**src/design/ppom_cfg.svh**
```systemverilog
// Constants for the port pin override multiplexer.
// Assumes inclusion by the package, the port logic and its assertions.
`ifndef PPOM_CFG_SVH
`define PPOM_CFG_SVH
`define PPOM_PIN_COUNT   4
`define PPOM_RST_OUT     4'h0
`define PPOM_RST_DIR     4'h0
`define PPOM_RST_PULL    4'h0
`endif

```
**src/design/ppom_pkg.sv**
```systemverilog
// Types shared by the port pin override multiplexer files.
// Assumes the cfg header is on the include path.
`include "ppom_cfg.svh"
package ppom_pkg;
  typedef logic [`PPOM_PIN_COUNT-1:0] ppom_pins_t;
  // Registered state of the port: output, direction, pull-up, sync stages.
  typedef struct packed {
    ppom_pins_t outVal;
    ppom_pins_t dirVal;
    ppom_pins_t pullVal;
    ppom_pins_t syncA;
    ppom_pins_t syncB;
  } ppom_state_t;
endpackage

```
**src/design/ppom_pin_mux.sv**
```systemverilog
// Combinational override multiplexer for one port pin.
// Assumes the owning alternate function drives its enables and values.
`timescale 1ns/10ps
module ppom_pin_mux
  import ppom_pkg::*;
(
  // Port register bits.
  input  wire logic pullupBit,
  input  wire logic driveSelectBit,
  input  wire logic outputValueBit,
  // Controller state.
  input  wire logic inReset,
  input  wire logic sleepClamp,
  // Per-pin override signals.
  input  wire logic pullupOverrideEn,
  input  wire logic pullupOverrideVal,
  input  wire logic driveOverrideEn,
  input  wire logic driveOverrideVal,
  input  wire logic valueOverrideEn,
  input  wire logic valueOverrideVal,
  input  wire logic toggleOverrideEn,
  input  wire logic inputEnOverrideEn,
  input  wire logic inputEnOverrideVal,
  // Pad side.
  output logic      pullupOn,
  output logic      driverOn,
  output logic      padOut,
  output logic      inputOn
);
  logic portBit;

  // Toggle override flips the register bit before the value choice.
  assign portBit  = outputValueBit ^ toggleOverrideEn;
  // Pull-up is forced off in reset so the pin floats as documented.
  assign pullupOn = ~inReset &
                    (pullupOverrideEn ? pullupOverrideVal
                                      : pullupBit);
  // Driver direction: one means output.
  assign driverOn = ~inReset &
                    (driveOverrideEn ? driveOverrideVal
                                     : driveSelectBit);
  // Value only reaches the pad while the driver is on.
  assign padOut   = driverOn &
                    (valueOverrideEn ? valueOverrideVal
                                     : portBit);
  // Clamp applies only in deep sleep; reset and idle keep inputs live.
  assign inputOn  = inputEnOverrideEn ? inputEnOverrideVal
                                      : ~sleepClamp;
endmodule

```
**src/design/ppom_port.sv**
```systemverilog
// Four-pin port with per-pin alternate-function overrides.
// Assumes one I/O clock; pad input is asynchronous and raw for modules.
`timescale 1ns/10ps
`include "ppom_cfg.svh"

// Summary of operation
// - Pull-up override enable selects the override value for the pull-up.
// - Without override, pull-up follows the pull-up register bit.
// - Under override, value one enables and zero disables the pull-up.
// - Direction override enable drives the driver enable from its value.
// - Without override, driver enable follows the direction bit.
// - Value override puts its value on a driven pin.
// - Without value override, a driven pin shows the output bit.
// - Toggle override inverts the output register bit.
// - Input-enable override sets the digital input enable directly.
// - Without override, input enable follows normal versus sleep state.
// - Modules get the raw Schmitt output, before the read synchroniser.
// - Strobes shared per port, clock and clamp global, overrides per pin.
// - Pull-ups are held off while reset is active.
// - Inputs stay enabled in reset, active and idle; off in deep sleep.
// - Direction bit one makes an output, zero an input.
// - Sleep clamp grounds the input unless an override keeps it on.
module ppom_port
  import ppom_pkg::*;
(
  // Clock and reset.
  input  wire logic       ref_clk,
  input  wire logic       resetn,
  // Register strobes shared by all pins of the port.
  input  wire logic       writeOut,
  input  wire logic       writeDir,
  input  wire logic       writePull,
  input  wire logic       writeToggle,
  input  wire logic [3:0] writeData,
  // Sleep clamp shared by all ports.
  input  wire logic       sleepClamp,
  // Per-pin overrides from alternate-function modules.
  input  wire logic [3:0] pullup_override_en,
  input  wire logic [3:0] pullup_override_val,
  input  wire logic [3:0] drive_override_en,
  input  wire logic [3:0] drive_override_val,
  input  wire logic [3:0] value_override_en,
  input  wire logic [3:0] value_override_val,
  input  wire logic [3:0] toggle_override_en,
  input  wire logic [3:0] input_en_override_en,
  input  wire logic [3:0] input_en_override_val,
  // Register read-back.
  output logic      [3:0] output_value_bit,
  output logic      [3:0] drive_select_bit,
  output logic      [3:0] pullup_bit,
  output logic      [3:0] pinRead,
  // Alternate-function input, unsynchronised.
  output logic      [3:0] alt_fn_input,
  // Pad control.
  input  wire logic [3:0] padIn,
  output logic      [3:0] padOut,
  output logic      [3:0] padOe,
  output logic      [3:0] padPullup
);
  ppom_state_t stateQ;
  ppom_state_t stateD;
  logic [3:0] inputOn;
  logic [3:0] schmitt;
  logic       inReset;

  // Reset is asynchronous so the pad floats even without a clock.
  assign inReset = ~resetn;

  // Register writes use shared strobes; a toggle write flips the bits.
  always_comb begin
    stateD = stateQ;
    if (writeOut) begin
      stateD.outVal = writeData;
    end
    if (writeToggle) begin
      stateD.outVal = stateQ.outVal ^ writeData;
    end
    if (writeDir) begin
      stateD.dirVal = writeData;
    end
    if (writePull) begin
      stateD.pullVal = writeData;
    end
    // The first stage feeds only the second.
    stateD.syncA = schmitt;
    stateD.syncB = stateQ.syncA;
  end

  // One register for all port state.
  always_ff @(posedge ref_clk or negedge resetn) begin
    if (!resetn) begin
      stateQ <= '{outVal: `PPOM_RST_OUT, dirVal: `PPOM_RST_DIR,
                  pullVal: `PPOM_RST_PULL, syncA: 4'h0, syncB: 4'h0};
    end else begin
      stateQ <= stateD;
    end
  end

  // Clamped inputs read as ground, which blocks floating-input current.
  assign schmitt      = padIn & inputOn;
  // Raw input goes out before any flop; consumers must synchronise it.
  assign alt_fn_input = schmitt;
  assign pinRead      = stateQ.syncB;
  assign output_value_bit = stateQ.outVal;
  assign drive_select_bit = stateQ.dirVal;
  assign pullup_bit       = stateQ.pullVal;

  // One mux per pin; each override reaches only its own pin.
  for (genvar i = 0; i < `PPOM_PIN_COUNT; i++) begin : gPin
    ppom_pin_mux uMux (
      .pullupBit          (stateQ.pullVal[i]),
      .driveSelectBit     (stateQ.dirVal[i]),
      .outputValueBit     (stateQ.outVal[i]),
      .inReset            (inReset),
      .sleepClamp         (sleepClamp),
      .pullupOverrideEn   (pullup_override_en[i]),
      .pullupOverrideVal  (pullup_override_val[i]),
      .driveOverrideEn    (drive_override_en[i]),
      .driveOverrideVal   (drive_override_val[i]),
      .valueOverrideEn    (value_override_en[i]),
      .valueOverrideVal   (value_override_val[i]),
      .toggleOverrideEn   (toggle_override_en[i]),
      .inputEnOverrideEn  (input_en_override_en[i]),
      .inputEnOverrideVal (input_en_override_val[i]),
      .pullupOn           (padPullup[i]),
      .driverOn           (padOe[i]),
      .padOut             (padOut[i]),
      .inputOn            (inputOn[i])
    );
  end
endmodule

```
**config.mk**
```make
export PLATFORM = sky130hd
export DESIGN_NAME = ppom_port
export DESIGN_NICKNAME = d
export VERILOG_FILES = /design/src/design/ppom_pkg.sv /design/src/design/ppom_pin_mux.sv /design/src/design/ppom_port.sv
export VERILOG_INCLUDE_DIRS = /design/src /design/src/design
export SDC_FILE = /design/constraint.sdc
export NUM_CORES = 1
export LEC_CHECK = 0
export BUFFER_PORTS_ARGS = -buffer_cell sky130_fd_sc_hd__buf_2
export CAP_MARGIN = 20
export CORE_ASPECT_RATIO = 1.5
export CORE_UTILIZATION = 30
export CTS_BUF_LIST = sky130_fd_sc_hd__clkbuf_8
export DETAILED_ROUTE_END_ITERATION = 16
export GPL_TIMING_DRIVEN = 1
export PLACE_DENSITY = 0.65
export SLEW_MARGIN = 25
export SYNTH_ARGS = -nofsm -noshare
export SYNTH_HDL_FRONTEND = slang
export SYNTH_SLANG_ARGS = --single-unit
```
**constraint.sdc**
```tcl
create_clock -name ref_clk -period 1.8 [get_ports ref_clk]
set_clock_uncertainty 0.05 [all_clocks]
set_input_delay 0.18 -clock ref_clk [delete_from_list [all_inputs] [get_ports ref_clk]]
set_output_delay 0.18 -clock ref_clk [all_outputs]
set_load 0.005 [all_outputs]
```
**Yosys cells after proc, flatten, opt, wreduce, memory -nomap -nowiden**

Index checks and enable logic that the tools add are counted.

- $add $sub $neg: 0
- $mul: 0
- Divide/modulo/power cells: 0
- Order comparisons: 0
- Eq/ne operators: 0
- Shift operators: 0
- Multiplexer cells: 18
- Bitwise operators: 19
- Reduce and logical (&&, ||, !) cells: 1

Operator list:

| kind | number |
|---|---|
| 2-to-1 mux 1 bit | 16 |
| bitwise AND 1 bit | 12 |
| 2-to-1 mux 4 bit | 2 |
| bitwise AND 4 bit | 1 |
| XOR 1 bit | 4 |
| XOR 4 bit | 1 |
| nonzero test 2 bit | 1 |
| inverter 1 bit | 1 |

- Bits in registers: 20
- Bits in latches: 0
- Bits in writable memories: 0
- Memory bits (read-only): 0
- Input port bits: 51
- Memories: 0

**Logic depth before layout (Yosys ltp)**

Gate-level depths: netlist (run 1).

- Depth after elaboration: 3
- Gate-level depth with buffers: 4
- Gate-level depth less buffers: 2

**Modules after synthesis**

A second synthesis (run 1) with hierarchy kept.

- Cell total of the unflattened synthesis: 95
- Area, all modules: 1,046.0 sq um

By module, submodules not included:

| module | times used | cells an instance | area an instance (sq um) |
|---|---|---|---|
| ppom_port | 1 | 55 | 765.7 |
| ppom_pin_mux | 4 | 10 | 70.1 |

**Worst setup path before layout (run 1)**

OpenSTA, ideal clock, no wires.

- Kind: reg2out
- Start point: reg stateQ, in the netlist output_value_bit[0]
- End point: out padOut[0]
- Data arrival time: 1.029 ns
- Data required time: 1.570 ns
- Setup slack: 0.541 ns
- Stages on the path, launching flop included: 4
- Path buffers: 1
- Cells stage by stage: dfrtp_1 xnor2_1 a2111oi_2 buf_4

- Longest elaborated chain between the ends: 3

Ends and longest elaborated chain:

| what | line | RTL |
|---|---|---|
| from (decl) | ppom_port.sv:60 | `ppom_state_t stateQ;` |
| from (signal assigned) | ppom_port.sv:92 | `` stateQ <= '{outVal: `PPOM_RST_OUT, dirVal: `PPOM_RST_DIR, `` |
| from (signal assigned) | ppom_port.sv:95 | `stateQ <= stateD;` |
| XOR 1 bit | ppom_pin_mux.sv:33 | `assign portBit = outputValueBit ^ toggleOverrideEn;` |
| 2-to-1 mux 1 bit | ppom_pin_mux.sv:44 | `(valueOverrideEn ? valueOverrideVal` |
| bitwise AND 1 bit | ppom_pin_mux.sv:43 | `assign padOut = driverOn &` |
| to (decl) | ppom_port.sv:56 | `output logic [3:0] padOut,` |

No other way between the ends.

**Final worst setup path (run 1)**

- Start point: in resetn
- End point: out padOut[3]

- Longest elaborated chain between the ends: 2

Ends and longest elaborated chain:

| what | line | RTL |
|---|---|---|
| from (decl) | ppom_port.sv:28 | `input wire logic resetn,` |
| bitwise AND 1 bit | ppom_pin_mux.sv:39 | `assign driverOn = ~inReset &` |
| bitwise AND 1 bit | ppom_pin_mux.sv:43 |  |

No other way between the ends.

==> results.md, run 1 <==
| Quantity | Reported |
| --- | --- |
| Initial Util | 31.4% |
| Clock Path Buffers | 2 |
| Port bufs | 82 |
| Post-route clock period utilization | 95.0% |
| Filler cell count in the final layout | 423 |
| CP max stage cell | dlygate4sd3_1 |
| Net Count, Synth | 171 |
| Leakage power total | 0.859 nW |
| Most frequent standard cell in the layout excluding fill and tap cells | buf_2 |
| Die height | 80.9 um |
| Total negative setup slack | 0 ns |
| Synth warnings | 0 |
| DRC viols | 0 |
| First-pass GRT wire length | 3820 um |
| Sequential share of the synthesized area | 40.2% |
| Launch instance of the worst min-delay path | padIn[2] |
| Pin count of the biggest net entering global routing | 21 |
| Routed wire per std cell | 11.3 um |
| Unrepaired setup endpoints after global routing | false |
| Ant. Diodes | 0 |
| Core Box Area | 3960 um^2 |
| Count of buffer and inverter cells on the critical path | 4 |
| Finished Cell Area | 1570 um^2 |
| Post-detail-place hpwl | 2080 um |
| Highest clock rate | 585 MHz |
| Area of placed instances | 1500 um^2 |
| All-Layer GR Usage | 12.0% |
| Total routed wirelength | 2530 um |
| Cell count after synthesis | 120 |
| Overall via count from detail_route | 1,007 |
| Run status | finished, final reports clean |
| Kind of path behind the tightest hold check | primary input to register |
| Worst EP required | 1.57 ns |
| Synth-to-Final Area Change | 26.1% |
| Crit path top cell by count | buf_2 |
| R2R Path Start | output_value_bit[3]$_DFFE_PN0P_ |
| Min Tclk post-route | 1.71 ns |
| Post-DR vias/cell | 4.50 |
| Number of sinks on the clock net | 20 |
| Longest individual stage delay on the worst path | 0.52 ns |
| Top cell family by delay on the critical path | buffers and inverters |
| Areal power density over the cells | 725 nW/um^2 |
| Share of post-route cells with drive strength above 1 | 58.7% |
| Slew at the pin with the worst max-slew slack | 0.514 ns |
| Sort of element at the end of the critical path | output pin |
| Die Span X | 54.6 um |
| Maximum VDD drop | 0.452 mV |
| Die Area | 4410 um^2 |
| Hold Violations, Final | 0 |
| Clk root buf | clkbuf_8 |
| Avg Cell Area, Syn | 10.4 um^2 |
| Count of nets left with antenna violations after detail routing | 0 |
| Sequence of cells on the critical path | dlygate4sd3_1 > buf_2 > inv_1 > a2111oi_2 > buf_2 |
| Total I/O pin count | 83 |
| Kind of critical path | primary input to output pin |
| Initial antenna violation count | 0 |
| Clk_lat worst skew | 0.25 ns |
| Worst EP arrival | 1.48 ns |
| Normalized max-slew margin | 65.7% |
| Pins Over Slew Limit | 0 |
| Via count of the first global-routing pass | 927 |
| CP startpoint | resetn |
| Area of the mapped netlist | 1240 um^2 |
| Flip-flop and latch count after synthesis | 20 |
| Cts bufs inserted | 3 |
| TritonCTS clock tree | done |
| # nets final | 231 |
| CP Max Fanout | 12 |
| Sum of overflow across all layers after global routing | 0 |
| DR pass1 iterations | 3 |
| Final weighted congestion in routability-driven placement | 0.714 |
| Std-Cell Rows | 28 |
| Clock-pin slew of the registers on the worst-case setup and hold paths | 0.07 ns |
| Number of max-cap violations | 0 |
| Highest-count cells in the layout ignoring fill and taps | buf_2, dfrtp_1, mux2i_1, nor2_1, mux2_2 |
| Final setup viols | 0 |
| Startpoint types | primary input |
| Initial drt markers | 4 |
| Max H-tree Level | 1 |
| Library cells used by synthesis | 18 |
-- per-stage QoR --
| step | hold slack, ns | power, mW | utilization, % | cells | setup slack, ns |
|---|---|---|---|---|---|
| after floorplan | -0.166 | 0.739 | - | 120 | 0.541 |
| after global placement | 0.124 | 0.812 | 38.0 | 219 | 0.523 |
| after detailed placement | 0.133 | 0.818 | 38.0 | 219 | 0.503 |
| after CTS | 0.128 | 1.16 | 39.6 | 224 | 0.0806 |
| after global routing | 0.130 | 1.22 | 39.6 | 224 | 0.0154 |
| final | 0.136 | 1.14 | 39.6 | 224 | 0.0901 |
-- path summary, 6_finish.rpt --
path	cells after the start	slack (ns)	to
max	5	0.09	padOut[3]
min	2	0.14	stateD[2]$_DFF_PN0_
max reg2reg	2	0.81	output_value_bit[3]$_DFFE_PN0P_
min reg2reg	0	0.30	pinRead[2]$_DFF_PN0_
max in group asynchronous	3	1.10	pullup_bit[3]$_DFFE_PN0P_
min in group asynchronous	3	0.38	drive_select_bit[2]$_DFFE_PN0P_
-- flip-flops by register name (all words and copies together), names as in the netlist --
name and count:
output_value_bit 4, drive_select_bit 4, pinRead 4, pullup_bit 4, stateD 4
-- logic make-up after synthesis --
family | Yosys count | share of synthesized area, %
AOI/OAI and AO/OA | 13 | 10.1
buffers and inverters | 36 | 19.4
DFF | 20 | 40.2
and+or+nand+nor | 28 | 11.4
muxes | 19 | 16.1
xor gates and xnor gates | 4 | 2.82
-- where the power goes --
part / switching [mW] / internal [mW]
combinational: 0.121 / 0.156
sequential: 0.0337 / 0.493
clock: 0.138 / 0.194
-- layer usage --
| metal | routed length (um) | global-route usage (%) | vias up |
|---|---|---|---|
| li1 | - | - | 494 |
| met1 | 971 | 11.2 | 458 |
| met2 | 1370 | 23.9 | 53 |
| met3 | 179 | 2.81 | 2 |
| met4 | 8 | 3.85 | 0 |
| met5 | 0 | 0 | - |
-- cell usage after synthesis, drive strengths merged --
master / instances / share of area, %
xnor2: 4 / 2.8
a21boi: 4 / 2.4
dfrtp: 20 / 40
mux2i: 11 / 8.9
buf: 29 / 17
nor2: 11 / 3.3
or2: 4 / 2.0
and3: 4 / 2.2
a2111oi: 4 / 4.8
o21ai: 1 / 0.40
a211oi: 4 / 2.4
nand2: 4 / 1.2
nor2b: 4 / 2.0
nor3b: 1 / 0.60
inv: 7 / 2.1
mux2: 8 / 7.2
-- final cells by class --
cell class,count,area (um^2),area share [%]
Clock buffer,4,55.1,3.51
Inverter,7,26.3,1.68
Multi-Input combinational cell,64,502,32.0
Sequential cell,20,500,31.9
Tap cell,45,56.3,3.59
Timing Repair Buffer,84,428,27.3
-- repair_timing --
item | 4_1_cts | 5_1_grt
setup buffers | 0 | 0
resized for setup | 0 | 0
endpoints found under the hold margin | 20 | 0
hold buffers | 1 | 0
(Power assumes the default switching activity.)
==> inputs of run 2 (changes only) <==
--- a/config.mk
+++ b/config.mk
@@ -13,8 +13,9 @@
 export CTS_BUF_LIST = sky130_fd_sc_hd__clkbuf_8
 export DETAILED_ROUTE_END_ITERATION = 16
 export GPL_TIMING_DRIVEN = 1
-export PLACE_DENSITY = 0.65
+export PLACE_DENSITY = 0.68
 export SLEW_MARGIN = 25
 export SYNTH_ARGS = -nofsm -noshare
 export SYNTH_HDL_FRONTEND = slang
+export SYNTH_HIERARCHICAL = 1
 export SYNTH_SLANG_ARGS = --single-unit
==> run 2 against run 1 <==
Worst hold slack worse by 0.030 ns; routed wire length is 4.4% higher; die area is 15% lower; sequential share of layout area is 0.051 points higher; utilization is 9.0 points higher; synthesized area is 16% lower; design area is 0.16% lower; cell count is 2.2% lower; critical endpoint is now padOut[1]; largest power group unchanged.
==> results.md, run 2 <==
| Quantity | Reported | vs previous |
| --- | --- | --- |
| Die Area | 3730 um^2 | was 4410 um^2 |
| TritonCTS clock tree | done | unchanged |
| Number of enable flip-flop cells after synthesis | 0 | unchanged |
| Clock-pin slew of the registers on the worst-case setup and hold paths | 0.08 ns | was 0.07 ns |
| Post-synthesis async set-or-reset flop share | 100% | unchanged |
| Pins Over Slew Limit | 0 | unchanged |
| Cts bufs inserted | 3 | unchanged |
| Top_reg_cell synth | dfrtp_1 | unchanged |
| Hold Violations, Final | 0 | unchanged |
| Top Usage Layer GRT | met2 | unchanged |
| Final setup viols | 0 | unchanged |
| Area of the mapped netlist | 1050 um^2 | was 1240 um^2 |
| Max H-tree Level | 1 | unchanged |
| Worst EP required | 1.57 ns | about the same |
| Synth top cells by count | dfrtp_1, mux2i_1, nor2_1 | was buf_4, dfrtp_1, mux2i_1, nor2_1, mux2_2 |
| Leakage power total | 0.864 nW | was 0.859 nW |
| Clock Path Buffers | 2 | unchanged |
| Hold slack | 0.105 ns | was 0.136 ns |
| Area share of the leading cell type in the synthesized netlist | 47.8% | was 40.2% |
| Hold path depth | 2 | unchanged |
| Largest cells by area after synthesis | dfrtp_1, mux2i_1, mux2_2 | was dfrtp_1, buf_4, mux2i_1 |
| Total negative setup slack | 0 ns | unchanged |
| Post-DR vias/cell | 4.70 | was 4.50 |
| Clk root buf | clkbuf_8 | unchanged |
| Total I/O pin count | 83 | unchanged |
| Std-Cell Rows | 25 | was 28 |
| Global routing usage on met3 | 2.86% | was 2.81% |
| Most frequent standard cell in the layout excluding fill and tap cells | buf_2 | unchanged |
| Leading area contributor after synthesis | dfrtp_1 | unchanged |
| Post-placement worst setup slack | 0.449 ns | was 0.503 ns |
| Core Box Area | 3220 um^2 | was 3960 um^2 |
| Routed wire per std cell | 12.1 um | was 11.3 um |
| Maximum VDD drop | 0.414 mV | was 0.452 mV |
| Via count of the first global-routing pass | 1,003 | was 927 |
| Crit path top cell by count | buf_2 | unchanged |
| Initial antenna violation count | 0 | unchanged |
| Synth warnings | 6 | was 0 |
| Sort of element at the end of the critical path | output pin | unchanged |
| Slew at the pin with the worst max-slew slack | 0.486 ns | was 0.514 ns |
| CP max stage cell | dlygate4sd3_1 | unchanged |
| Library cells used by synthesis | 15 | was 18 |
| GR met2 Demand/Resource | 30.1% | was 23.9% |
| Post-detail-place hpwl | 2190 um | was 2080 um |
| Total routed wirelength | 2640 um | was 2530 um |
| Top-count cell post-synth | dfrtp_1 | was buf_4 |
| Number of max-cap violations | 0 | unchanged |
| DRC viols | 0 | unchanged |
| Number of sinks on the clock net | 20 | unchanged |
| Post-route clock period utilization | 96.2% | was 95.0% |
| DR pass1 iterations | 3 | unchanged |
| Min Tclk post-route | 1.73 ns | was 1.71 ns |
| Count of buffer and inverter cells on the critical path | 4 | unchanged |
| Longest individual stage delay on the worst path | 0.53 ns | was 0.52 ns |
| Cell count after synthesis | 95 | was 120 |
| Kind of path behind the tightest hold check | primary input to register | unchanged |
| # nets final | 231 | unchanged |
| Post-CTS setup buffer count | 0 | unchanged |
| Initial drt markers | 26 | was 4 |
| Count of nets left with antenna violations after detail routing | 0 | unchanged |
| Unrepaired setup endpoints after global routing | false | unchanged |
| Highest-count cells in the layout ignoring fill and taps | buf_2, dfrtp_1, mux2i_1, nor2_1, mux2_2 | unchanged |
| Ant. Diodes | 0 | unchanged |
| Net Count, Synth | 146 | was 171 |
| Highest clock rate | 578 MHz | was 585 MHz |
| Sequential share of the synthesized area | 47.8% | was 40.2% |
| Clk_lat worst skew | 0.25 ns | about the same |
| Avg Cell Area, Syn | 11.0 um^2 | was 10.4 um^2 |
| WP depth | 5 | unchanged |
| Synth-to-Final Area Change | 49.6% | was 26.1% |
| Initial Util | 32.5% | was 31.4% |
| Normalized max-slew margin | 67.6% | was 65.7% |
| Kind of critical path | primary input to output pin | unchanged |
| Length in cells of the worst reg-to-reg path | 2 | unchanged |
| All-Layer GR Usage | 14.5% | was 12.0% |
| Run status | finished, final reports clean | unchanged |
| Final weighted congestion in routability-driven placement | 0.733 | was 0.714 |
| Sum of overflow across all layers after global routing | 0 | unchanged |
| Die height | 74.3 um | was 80.9 um |
| Pin count of the biggest net entering global routing | 21 | unchanged |
| Startpoint types | primary input | unchanged |
| Top cell family by delay on the critical path | buffers and inverters | unchanged |
| Die Span X | 50.2 um | was 54.6 um |
| Worst EP arrival | 1.50 ns | was 1.48 ns |
| Sequence of cells on the critical path | dlygate4sd3_1 > buf_2 > inv_1 > a2111oi_2 > buf_2 | unchanged |
| CP Max Fanout | 12 | unchanged |
| M1 GR Usage | 14.0% | was 11.2% |
| Overall via count from detail_route | 1,030 | was 1,007 |
| Share of post-route cells with drive strength above 1 | 55.3% | was 58.7% |
| Final WS setup | 0.0688 ns | was 0.0901 ns |
| Areal power density over the cells | 798 nW/um^2 | was 725 nW/um^2 |
| First-pass GRT wire length | 4080 um | was 3820 um |
| Flip-flop and latch count after synthesis | 20 | unchanged |
| Port bufs | 82 | unchanged |
==> run 2: cell families after synthesis <==
group	count (synthesis)	synth area share (%)
and+or+nand+nor	28	13.3
DFF	20	47.8
muxes	19	19.1
AOI/OAI and AO/OA	13	11.0
buffers and inverters	11	5.38
xor gates and xnor gates	4	3.35
==> run 2: metrics by stage <==
step,util (%),instance area (um^2),instances,total power [mW]
floorplan,-,1050,95,0.664
global placement,46.1,1480,214,0.804
detailed placement,46.1,1480,214,0.819
CTS,48.6,1570,219,1.27
global route,48.6,1570,219,1.32
finish,48.6,1570,219,1.25
==> run 2: metal layers <==
layer  wire length [um]  share of wire [%]
met5                  0                  0
met3                253                9.6
met2               1430                 54
met4                 14               0.53
met1                944                 36
==> run 2: path summary, 6_finish.rpt <==
| check | from | end | slack (ns) |
|---|---|---|---|
| hold reg to reg | stateD[3]$_DFF_PN0_ | pinRead[3]$_DFF_PN0_ | 0.30 |
| max in group asynchronous | resetn | drive_select_bit[3]$_DFFE_PN0P_ | 1.10 |
| setup reg to reg | output_value_bit[1]$_DFFE_PN0P_ | output_value_bit[1]$_DFFE_PN0P_ | 0.82 |
| hold / removal | padIn[1] | stateD[1]$_DFF_PN0_ | 0.11 |
| setup / recovery | resetn | padOut[1] | 0.07 |
| min in group asynchronous | resetn | output_value_bit[3]$_DFFE_PN0P_ | 0.40 |
==> run 2: timing repair <==
item / in CTS / in global routing
hold buffers: 1 / 0
resized for setup: 0 / 0
endpoints found under the hold margin: 20 / 0
==> run 2: area by class of cell <==
class	instances	area, um^2
Timing Repair Buffer	84	428
Fill cell	315	1660
Multi-Input combinational cell	64	489
Clock buffer	3	41.3
Sequential cell	20	500
Inverter	7	26.3
Tap cell	40	50.0
Clock inverter	1	30.0
==> run 2: power by group <==
part,switching [mW],internal [mW]
Sequential,0.0348,0.493
Combinational,0.125,0.155
Clock,0.145,0.297
==> inputs of run 3 (changes only) <==
==> constraint.sdc (replaced) <==
create_clock -name ref_clk -period 1.8 [get_ports ref_clk]
set_clock_uncertainty 0.05 [all_clocks]
set_input_delay 0.18 -clock ref_clk [delete_from_list [all_inputs] [get_ports ref_clk]]
set_output_delay 0.18 -clock ref_clk [all_outputs]
set_load 0.01 [all_outputs]
==> run 3 against run 2 <==
Setup slack worse by 0.022 ns; first-iteration DRC count down 69%; worst hold slack worse by 0.0014 ns; cell count up 0.91%; power down 6.2%; critical path depth unchanged; flip-flop and latch count unchanged; maximum frequency down 1.2%; sequential share of layout area unchanged.
==> results.md, run 3 (synthesized netlist as in run 2, its figures left out) <==
| Quantity | Reported | vs previous |
| --- | --- | --- |
| Sum of overflow across all layers after global routing | 0 | unchanged |
| Setup slack of the most critical reg-to-reg path | 0.84 ns | was 0.82 ns |
| Min Tclk post-route | 1.75 ns | was 1.73 ns |
| FF-to-FF End | output_value_bit[1]$_DFFE_PN0P_ | unchanged |
| Post-DR vias/cell | 4.63 | was 4.70 |
| Clock Path Buffers | 2 | unchanged |
| Clk root buf | clkbuf_8 | unchanged |
| Hold path depth | 2 | unchanged |
| Maximum VDD drop | 0.382 mV | was 0.414 mV |
| Initial Util | 32.5% | unchanged |
| All-Layer GR Usage | 14.0% | was 14.5% |
| Initial antenna violation count | 0 | unchanged |
| Filler cell count in the final layout | 325 | was 315 |
| R2R Path Start | output_value_bit[1]$_DFFE_PN0P_ | unchanged |
| Max H-tree Level | 1 | unchanged |
| Final WS setup | 0.0472 ns | was 0.0688 ns |
| Worst EP arrival | 1.52 ns | was 1.50 ns |
| Synth-to-Final Area Change | 49.6% | unchanged |
| Total I/O pin count | 83 | unchanged |
| Leakage power total | 0.857 nW | was 0.864 nW |
| Clk_lat worst skew | 0.25 ns | about the same |
| Highest-count cells in the layout ignoring fill and taps | buf_2, dfrtp_1, mux2i_1, nor2_1, mux2_2 | unchanged |
| Die Span X | 50.2 um | unchanged |
| Run status | finished, final reports clean | unchanged |
| Core Box Area | 3220 um^2 | unchanged |
| Final weighted congestion in routability-driven placement | 0.733 | unchanged |
| TritonCTS clock tree | done | unchanged |
| DR pass1 iterations | 2 | was 3 |
| Kind of path behind the tightest hold check | primary input to register | unchanged |
| Std-Cell Rows | 25 | unchanged |
| Most frequent standard cell in the layout excluding fill and tap cells | buf_2 | unchanged |
| Areal power density over the cells | 749 nW/um^2 | was 798 nW/um^2 |
| Port bufs | 82 | unchanged |
| Pins Over Slew Limit | 0 | unchanged |
| First-pass GRT wire length | 3950 um | was 4080 um |
| Length in cells of the worst reg-to-reg path | 2 | unchanged |
| Normalized max-slew margin | 80.9% | was 67.6% |
| Die height | 74.3 um | unchanged |
| Launch instance of the worst min-delay path | padIn[2] | was padIn[1] |
| Overall via count from detail_route | 1,023 | was 1,030 |
| Post-placement worst setup slack | 0.437 ns | was 0.449 ns |
| Routed wire per std cell | 12.4 um | was 12.1 um |
| Number of sinks on the clock net | 20 | unchanged |
| Terminating pin of the worst hold path | stateD[2]$_DFF_PN0_ | was stateD[1]$_DFF_PN0_ |
| Pin count of the biggest net entering global routing | 21 | unchanged |
| Number of max-cap violations | 0 | unchanged |
| Via count of the first global-routing pass | 995 | was 1,003 |
| Initial drt markers | 8 | was 26 |
| Worst EP required | 1.57 ns | about the same |
| Total negative setup slack | 0 ns | unchanged |
| Kind of critical path | primary input to output pin | unchanged |
| Startpoint types | primary input | unchanged |
| Highest clock rate | 571 MHz | was 578 MHz |
| Count of nets left with antenna violations after detail routing | 0 | unchanged |
| Share of post-route cells with drive strength above 1 | 56.4% | was 55.3% |
| Sort of element at the end of the critical path | output pin | unchanged |
| CP Max Fanout | 5 | was 12 |
| Post-route clock period utilization | 97.4% | was 96.2% |
| Die Area | 3730 um^2 | unchanged |
| Slew at the pin with the worst max-slew slack | 0.278 ns | was 0.486 ns |
| Total routed wirelength | 2750 um | was 2640 um |
| Ant. Diodes | 0 | unchanged |
| Final setup viols | 0 | unchanged |
| Hold Violations, Final | 0 | unchanged |
| DRC viols | 0 | unchanged |
| Clock-pin slew of the registers on the worst-case setup and hold paths | 0.07 ns | was 0.08 ns |
| # nets final | 233 | was 231 |
| Cts bufs inserted | 3 | unchanged |
| Post-detail-place hpwl | 2200 um | was 2190 um |
-- run 3: cell count changes in the layout (fill, tap and decap cells not counted), sizes merged --
cell	delta
clkbuf	+1
inv	-1
bufinv	-1
buf	+1
clkinvlp	+2
-- run 3: routing by layer --
metal	vias to the layer above	track usage, %	wire [um]
met3	2	2.86	241
li1	497	-	-
met2	65	30.2	1560
met1	459	12.4	940
met4	0	3.81	5
met5	-	0	0
-- run 3: layout make-up --
cell class | instances | area, um^2 | share of cell area [%]
Sequential cell | 20 | 500 | 32.0
Multi-Input combinational cell | 64 | 489 | 31.3
Timing Repair Buffer | 85 | 435 | 27.8
Clock buffer | 4 | 55.1 | 3.52
Tap cell | 40 | 50.0 | 3.20
Inverter | 7 | 30.0 | 1.92
Timing Repair inverter | 1 | 5.00 | 0.320
-- run 3: what timing repair did --
| item | CTS | global route |
|---|---|---|
| setup endpoints to repair | 0 | 2 |
| setup buffers | 0 | 1 |
| resized for setup | 0 | 1 |
| hold endpoints to repair | 20 | 0 |
| hold buffers | 1 | 0 |
-- run 3: through the flow --
stage / util, % / std cells / hold slack (ns) / total power, mW / cell area, um^2
6_report: 48.6 / 221 / 0.104 / 1.17 / 1570
5_1_grt: 48.6 / 221 / 0.104 / 1.24 / 1570
4_1_cts: 48.1 / 219 / 0.0991 / 1.18 / 1550
3_5_place_dp: 46.1 / 214 / 0.122 / 0.845 / 1480
3_3_place_gp: 46.1 / 214 / 0.119 / 0.830 / 1480
2_1_floorplan: - / 95 / -0.166 / 0.689 / 1050
-- run 3: power breakdown --
group | switching, mW | internal (mW) | total [mW]
sequential | 0.0333 | 0.493 | 0.527
clock | 0.139 | 0.194 | 0.334
combinational | 0.154 | 0.158 | 0.312
total | 0.327 | 0.845 | 1.17
-- run 3: worst max-delay path by stage --
| stage | to | startpoint | cells after the start | slack, ns |
|---|---|---|---|---|
| after floorplan | padOut[0] | output_value_bit[0]$_DFFE_PN0P_ | 2 | 0.53 |
| after global placement | padOut[1] | output_value_bit[1]$_DFFE_PN0P_ | 3 | 0.52 |
| after detailed placement | padOut[1] | output_value_bit[1]$_DFFE_PN0P_ | 3 | 0.44 |
| after CTS | padOut[3] | resetn | 5 | 0.07 |
| after global routing | padPullup[3] | resetn | 6 | -0.01 |
| final | padOut[3] | resetn | 5 | 0.05 |
-- run 3: critical path: stages --
cell and delay, ns:
dlygate4sd3_1 0.55, buf_2 0.17, clkinvlp_4 0.18, a2111oi_2 0.25, buf_2 0.19
